==> config.mk <==
export PLATFORM = sky130hd
export DESIGN_NAME = uhc_cmd_irq
export DESIGN_NICKNAME = d
export VERILOG_FILES = /design/src/hdl/uhc_pkg.sv /design/src/hdl/uhc_cmd_irq.sv
export SDC_FILE = /design/constraint.sdc
export NUM_CORES = 1
export LEC_CHECK = 0
export BUFFER_PORTS_ARGS = -buffer_cell sky130_fd_sc_hd__buf_2
export CAP_MARGIN = 20
export CORE_ASPECT_RATIO = 0.75
export CORE_UTILIZATION = 43
export CTS_BUF_LIST = sky130_fd_sc_hd__clkbuf_8
export DETAILED_ROUTE_END_ITERATION = 12
export GPL_TIMING_DRIVEN = 0
export PLACE_DENSITY = 0.82
export SLEW_MARGIN = 20
export SYNTH_ARGS = -nofsm -noshare
export SYNTH_HDL_FRONTEND = slang
export SYNTH_SLANG_ARGS = --single-unit
==> constraint.sdc <==
create_clock -name clk -period 1.02 [get_ports clk]
set_input_delay 0.051 -clock clk [delete_from_list [all_inputs] [get_ports clk]]
set_output_delay 0.051 -clock clk [all_outputs]
set_load 0.01 [all_outputs]
==> src/hdl/uhc_pkg.sv <==
// constants, field positions and carrier types of the host command/status register pair
// assumes one system clock shared by the bus master and all event sources
package uhc_pkg;

    // byte addresses on the register port
    localparam logic [31:0] CMD_STATUS_ADDR = 32'hfff05008;
    localparam logic [31:0] IRQ_STATUS_ADDR = 32'hfff0500c;
    localparam logic [31:0] IRQ_MASK_ADDR = 32'hfff05010;

    // host_command_status fields
    localparam int CMD_RESET_BIT = 0;
    localparam int CMD_CTRL_BIT = 1;
    localparam int CMD_BULK_BIT = 2;
    localparam int CMD_OWN_BIT = 3;

    // host_interrupt_status fields, mask uses the same layout
    localparam int ST_OVERRUN_BIT = 0;
    localparam int ST_DONE_HEAD_BIT = 1;
    localparam int ST_SOF_BIT = 2;
    localparam int ST_RESUME_BIT = 3;
    localparam int ST_UNRECOV_BIT = 4;
    localparam int ST_FRAME_OVF_BIT = 5;
    localparam int ST_ROOT_HUB_BIT = 6;
    localparam int ST_OWNER_BIT = 30;
    localparam int MASK_MASTER_BIT = 31;

    // implemented bits; unrecoverable error stays out of both
    localparam logic [31:0] STATUS_IMPL = 32'h4000006f;
    localparam logic [31:0] MASK_IMPL = 32'hc000006f;

    localparam logic [31:0] REG_RESET = 32'h00000000;
    localparam logic [1:0] SOC_RESET = 2'h0;
    localparam logic [1:0] SOC_STEP = 2'h1;

    typedef struct packed {
        logic rd;
        logic wr;
        logic [31:0] addr;
        logic [31:0] wdata;
    } uhc_bus_req_t;

    // all pulses are one cycle, frameBit15 is a level
    typedef struct packed {
        logic softResetDone;
        logic controlListStart;
        logic bulkListStart;
        logic controlListSet;
        logic bulkListSet;
        logic rootHubChange;
        logic frameBit15;
        logic resumeSeen;
        logic frameStart;
        logic doneHeadWritten;
        logic overrun;
    } uhc_evt_t;

    typedef struct packed {
        logic ownershipChangeRequest;
        logic bulkListPending;
        logic controlListPending;
        logic controllerSoftReset;
    } uhc_cmd_t;

    typedef struct packed {
        uhc_cmd_t cmd;
        logic [1:0] soc;
        logic [31:0] status;
        logic [31:0] mask;
        logic frameMsb;
        logic [31:0] rdData;
    } uhc_state_t;

endpackage

==> src/hdl/uhc_cmd_irq.sv <==
// command status and interrupt status registers of the usb host controller
// assumes event pulses come from logic on clk, so none is synchronised here
//
// Behaviour
// two-bit overrun count in bits 17:16 steps on each overrun, wraps 11 to 00.
// software writing ownership request sets ownership change flag; software clears request.
// bulk pending set by software or controller, cleared when bulk head handling starts.
// control pending set by software or controller, cleared when control head handling starts.
// software sets soft reset bit; hardware clears it when reset completes.
// command bits 15:4 read as zero.
// status flags other than ownership change set only by hardware events, cleared only by software.
// root hub change flag set on any root hub or port status change.
// frame overflow flag set whenever frame count bit 15 toggles.
// unrecoverable error flag is always zero, writes ignored.
// resume detected flag set on downstream resume signalling.
// start of frame flag set when frame management reports a new frame.
// done head flag set after done head stored to shared area.
// scheduling overrun flag set when list processor reports frame overrun.
// interrupt only for enabled flags and only while master enable bit 31 set.
// writing one clears a status flag, writing zero leaves it.
//
// The plain strobed port was decided locally.
`timescale 1ns/10ps

module uhc_cmd_irq (
    input wire logic clk, // 20 MHz system clock
    input wire logic rst_b, // asynchronous reset, active low
    input uhc_pkg::uhc_bus_req_t busReq, // register port request
    output logic [31:0] rdData, // read data, cycle after the read strobe
    input uhc_pkg::uhc_evt_t evt, // controller events
    output uhc_pkg::uhc_cmd_t cmd, // command bits to the controller
    output logic irq // level interrupt
);

    uhc_pkg::uhc_state_t stQ;
    uhc_pkg::uhc_state_t stD;
    logic cmdWr;
    logic stWr;
    logic stRd;
    logic maskWr;
    logic [31:0] evSet;
    logic [31:0] clr;

    always_comb begin
        stD = stQ;
        stD.rdData = uhc_pkg::REG_RESET;
        cmdWr = busReq.wr && (busReq.addr == uhc_pkg::CMD_STATUS_ADDR);
        stWr = busReq.wr && (busReq.addr == uhc_pkg::IRQ_STATUS_ADDR);
        maskWr = busReq.wr && (busReq.addr == uhc_pkg::IRQ_MASK_ADDR);
        stRd = busReq.rd && (busReq.addr == uhc_pkg::IRQ_STATUS_ADDR);

        // set beats clear in every pending bit
        stD.cmd.bulkListPending = (stQ.cmd.bulkListPending & ~evt.bulkListStart)
            | evt.bulkListSet | (cmdWr & busReq.wdata[uhc_pkg::CMD_BULK_BIT]);
        stD.cmd.controlListPending = (stQ.cmd.controlListPending & ~evt.controlListStart)
            | evt.controlListSet | (cmdWr & busReq.wdata[uhc_pkg::CMD_CTRL_BIT]);
        stD.cmd.controllerSoftReset = (stQ.cmd.controllerSoftReset & ~evt.softResetDone)
            | (cmdWr & busReq.wdata[uhc_pkg::CMD_RESET_BIT]);
        if (cmdWr) begin
            stD.cmd.ownershipChangeRequest = busReq.wdata[uhc_pkg::CMD_OWN_BIT];
        end
        if (evt.overrun) begin
            stD.soc = stQ.soc + uhc_pkg::SOC_STEP;
        end

        evSet = uhc_pkg::REG_RESET;
        evSet[uhc_pkg::ST_OWNER_BIT] = cmdWr & busReq.wdata[uhc_pkg::CMD_OWN_BIT];
        evSet[uhc_pkg::ST_ROOT_HUB_BIT] = evt.rootHubChange;
        evSet[uhc_pkg::ST_FRAME_OVF_BIT] = evt.frameBit15 ^ stQ.frameMsb;
        evSet[uhc_pkg::ST_RESUME_BIT] = evt.resumeSeen;
        evSet[uhc_pkg::ST_SOF_BIT] = evt.frameStart;
        evSet[uhc_pkg::ST_DONE_HEAD_BIT] = evt.doneHeadWritten;
        evSet[uhc_pkg::ST_OVERRUN_BIT] = evt.overrun;
        // a read clears only what it returned; an event in that cycle survives
        clr = (stWr ? busReq.wdata : uhc_pkg::REG_RESET)
            | (stRd ? stQ.status : uhc_pkg::REG_RESET);
        stD.status = ((stQ.status & ~clr) | evSet) & uhc_pkg::STATUS_IMPL;
        stD.frameMsb = evt.frameBit15;

        if (maskWr) begin
            stD.mask = busReq.wdata & uhc_pkg::MASK_IMPL;
        end

        if (busReq.rd) begin
            case (busReq.addr)
                uhc_pkg::CMD_STATUS_ADDR: begin
                    stD.rdData = {14'h0000, stQ.soc, 12'h000, stQ.cmd};
                end
                uhc_pkg::IRQ_STATUS_ADDR: begin
                    stD.rdData = stQ.status;
                end
                uhc_pkg::IRQ_MASK_ADDR: begin
                    stD.rdData = stQ.mask;
                end
                default: begin
                    stD.rdData = uhc_pkg::REG_RESET;
                end
            endcase
        end
    end

    always_ff @(posedge clk or negedge rst_b) begin
        if (!rst_b) begin
            stQ <= '0;
        end else begin
            stQ <= stD;
        end
    end

    assign rdData = stQ.rdData;
    assign cmd = stQ.cmd;
    assign irq = stQ.mask[uhc_pkg::MASK_MASTER_BIT] && |(stQ.status & stQ.mask);
endmodule

==> summary.txt <==
Timing
  • Slew @ Worst Pin: 0.699 ns
  • Fin. max-slew vios: 0
  • Highest Clock Rate: 673 MHz
  • Final setup fails: 30
  • Slew margin rel.: 0.534
  • Clock period minus worst slack: 1.48 ns
  • Period utilization: 1.46
  • Final Hold Viols: 0
  • Clock Skew: 0.00683 ns
  • RSZ-0062 raised after global routing: true
  • Worst Setup Slack, final: -0.465 ns

Placement
  • Dpl hpwl: 2920 um
  • Pre-CTS WS: -1.06 ns
  • IO Port Bufs: 66
  • Placed inst area: 2250 um^2
  • Placed cells: 309
  • Routability congestion estimate: 0.818

Final layout
  • N_diodes: 0
  • Finished Layout Cells: 344
  • Post-route cell area: 2750 um^2
  • Final core utilization: 0.723
  • Area delta synth->final: 55.4%
  • Layout Nets: 370
  • Layout cells sized above 1: 0.545

Run
  • Max-cap viol count: 0

Logic synthesis
  • Mapped Cells: 170
  • Most frequent cell after synthesis: buf_4
  • Async set-reset flop share out of synthesis: 1.00
  • Synth top cells by count: buf_4, dfrtp_1, nor2_1
  • FF+latch count, synth: 32
  • Cell Area, Synth: 1770 um^2
  • Synth top area share: 0.453
  • Synth Warn #: 0
  • Primary FF master, synth: dfrtp_1
  • Top cell type by total area after synthesis: dfrtp_1
  • Post-synth EDFFs: 0
  • Mean Syn Cell Area: 10.4 um^2
  • Synth unique cells: 33
  • Top post-synthesis cells by area: dfrtp_1, buf_4, mux2_2
  • Register area share after synthesis: 0.453

Global route
  • Number of global-route vias before repair: 1549
  • Gr usage total: 0.208
  • First-pass GRT wire length: 7020 um
  • Initial antenna violation count: 0
  • Overflow after GRT: 0
  • Largest net degree at the start of global routing: 33

Clock tree
  • TritonCTS clock tree: yes
  • Clk root buf: clkbuf_8
  • CTS Buf Count: 5
  • Clk_lat worst skew: 0.28 ns
  • Clock slew at reported path FFs: 0.07 ns
  • Bufs on Longest Clock Path: 2
  • H-tree Lvls: 2
  • Clk sinks: 32

Setup path
  • Crit end category: output pin
  • CP max FO: 2
  • Flop2flop setup slack: -0.10 ns
  • Required time of the critical path: 0.97 ns
  • Arrival time worst endpoint: 1.43 ns
  • CP Launch Type: register
  • Worst Setup Path Type: register to output pin

Floorplanning
  • IO Count: 116
  • Die ar.: 4380 um^2
  • DIE HEIGHT: 57.6 um
  • Initial Util: 0.465
  • Width of the die: 76.1 um
  • Core Area: 3800 um^2
  • # rows: 19

Power
  • Net Sw Frac: 0.267
  • Combinational power share: 0.178
  • Int Power: 2.06 mW
  • Cell Pwr Density: 1020 nW/um^2
  • Max IR drop VDD: 675 uV
  • Final Power: 2.81 mW
  • P_sw: 0.753 mW
  • Leak: 1.42 nW
  • Sequential Power Share: 0.484
  • Clock share of power: 0.338

Outcome
  • Failing checks: negative setup slack
  • Outcome: complete, but fails checks

Routing
  • Drt first pass iters: 4
  • Final wirelength: 4470 um
  • DRT antenna net count: 0
  • DR WL/cell: 13.0 um
  • Vias post-DR: 1596
  • # DRC: 0
  • Vias per cell: 4.64
  • Iter 0 DRT Violations: 73

Min path
  • Worst min path class: input pin to register
[cells in the final DEF (no fill, tap or decap), types with 6 or more instances in the layout]
| cell | count |
|---|---|
| a21o_1 | 6 |
| a21oi_1 | 13 |
| buf_2 | 61 |
| buf_4 | 47 |
| buf_6 | 12 |
| conb_1 | 22 |
| dfrtp_1 | 32 |
| dlygate4sd3_1 | 10 |
| inv_1 | 10 |
| mux2_2 | 7 |
| nand4b_1 | 7 |
| nor2_1 | 6 |
| nor2_4 | 7 |
[per-layer routing]
metal | part of all wire | wire length, um | vias up | track usage
li1 | - | - | 778 | -
met1 | 0.42 | 1890 | 741 | 0.260
met2 | 0.51 | 2280 | 71 | 0.357
met4 | 0.0085 | 38 | 0 | 0.0797
met5 | 0 | 0 | - | 0
met3 | 0.059 | 264 | 6 | 0.0480
[area by class of cell]
class	instances	area [um^2]
well taps	52	65.1
clock buffers	5	68.8
multi-input cells	108	850
flip-flops and latches	32	801
repair buffers	94	619
fillers	277	1050
clock inverters	3	18.8
inverters	10	37.5
plain buffers	40	290
[power by group through the flow]
stage                     Combinational [mW]  Sequential (mW)  Clock [mW]
after detailed placement               0.406             1.38           0
after CTS                              0.449             1.36       0.970
after global placement                 0.397             1.38           0
after global routing                   0.551             1.37        1.04
after floorplan                        0.247             1.37           0
final                                  0.502             1.36       0.952
[logic make-up (layout without fill, tap and decap cells)]
family	count (synthesis)	after routing	share of synthesized area
buffers and inverters	51	152	0.185
DFF	32	32	0.453
xor gates and xnor gates	3	3	0.0149
AOI/OAI and AO/OA	30	30	0.107
and+or+nand+nor	40	40	0.159
muxes	13	13	0.0799
other	1	22	0.00212
[worst max-delay path, stage by stage, from the launching register on]
cell and delay [ns]:
dfrtp_1 0.40, a222oi_1 0.44, a31oi_1 0.15, buf_2 0.16
[registers in the layout (all words and copies together) (netlist names)]
| register | flops |
|---|---|
| cmd | 4 |
| rdData | 10 |
| stQ | 18 |
[repair_timing]
item	4_1_cts	5_1_grt
gates resized for setup	20	25
buffers inserted	14	6
endpoints found under the hold margin	42	0
pin swaps	11	4
hold buffers	10	0
setup endpoints to repair	30	34
[stage by stage]
step | hold slack [ns] | TNS [ns]
after floorplan | -0.245 | -14.19
after global placement | 0.129 | -24.99
after detailed placement | 0.140 | -25.69
after CTS | 0.00766 | -12.02
after global routing | 0.0136 | -11.11
final | 0.00932 | -9.50
[final timing paths]
check | startpoint | to | cells past startpoint
setup reg to reg | stQ[67] | rdData[2] | 5
hold / removal | busReq[31] | stQ[64] | 2
min in group asynchronous | rst_b | stQ[97] | 2
setup / recovery | stQ[36] | irq | 3
max in group asynchronous | rst_b | rdData[5] | 2
hold reg to reg | stQ[98] | stQ[98] | 1
Note: power is estimated with default switching activity, not from simulation.
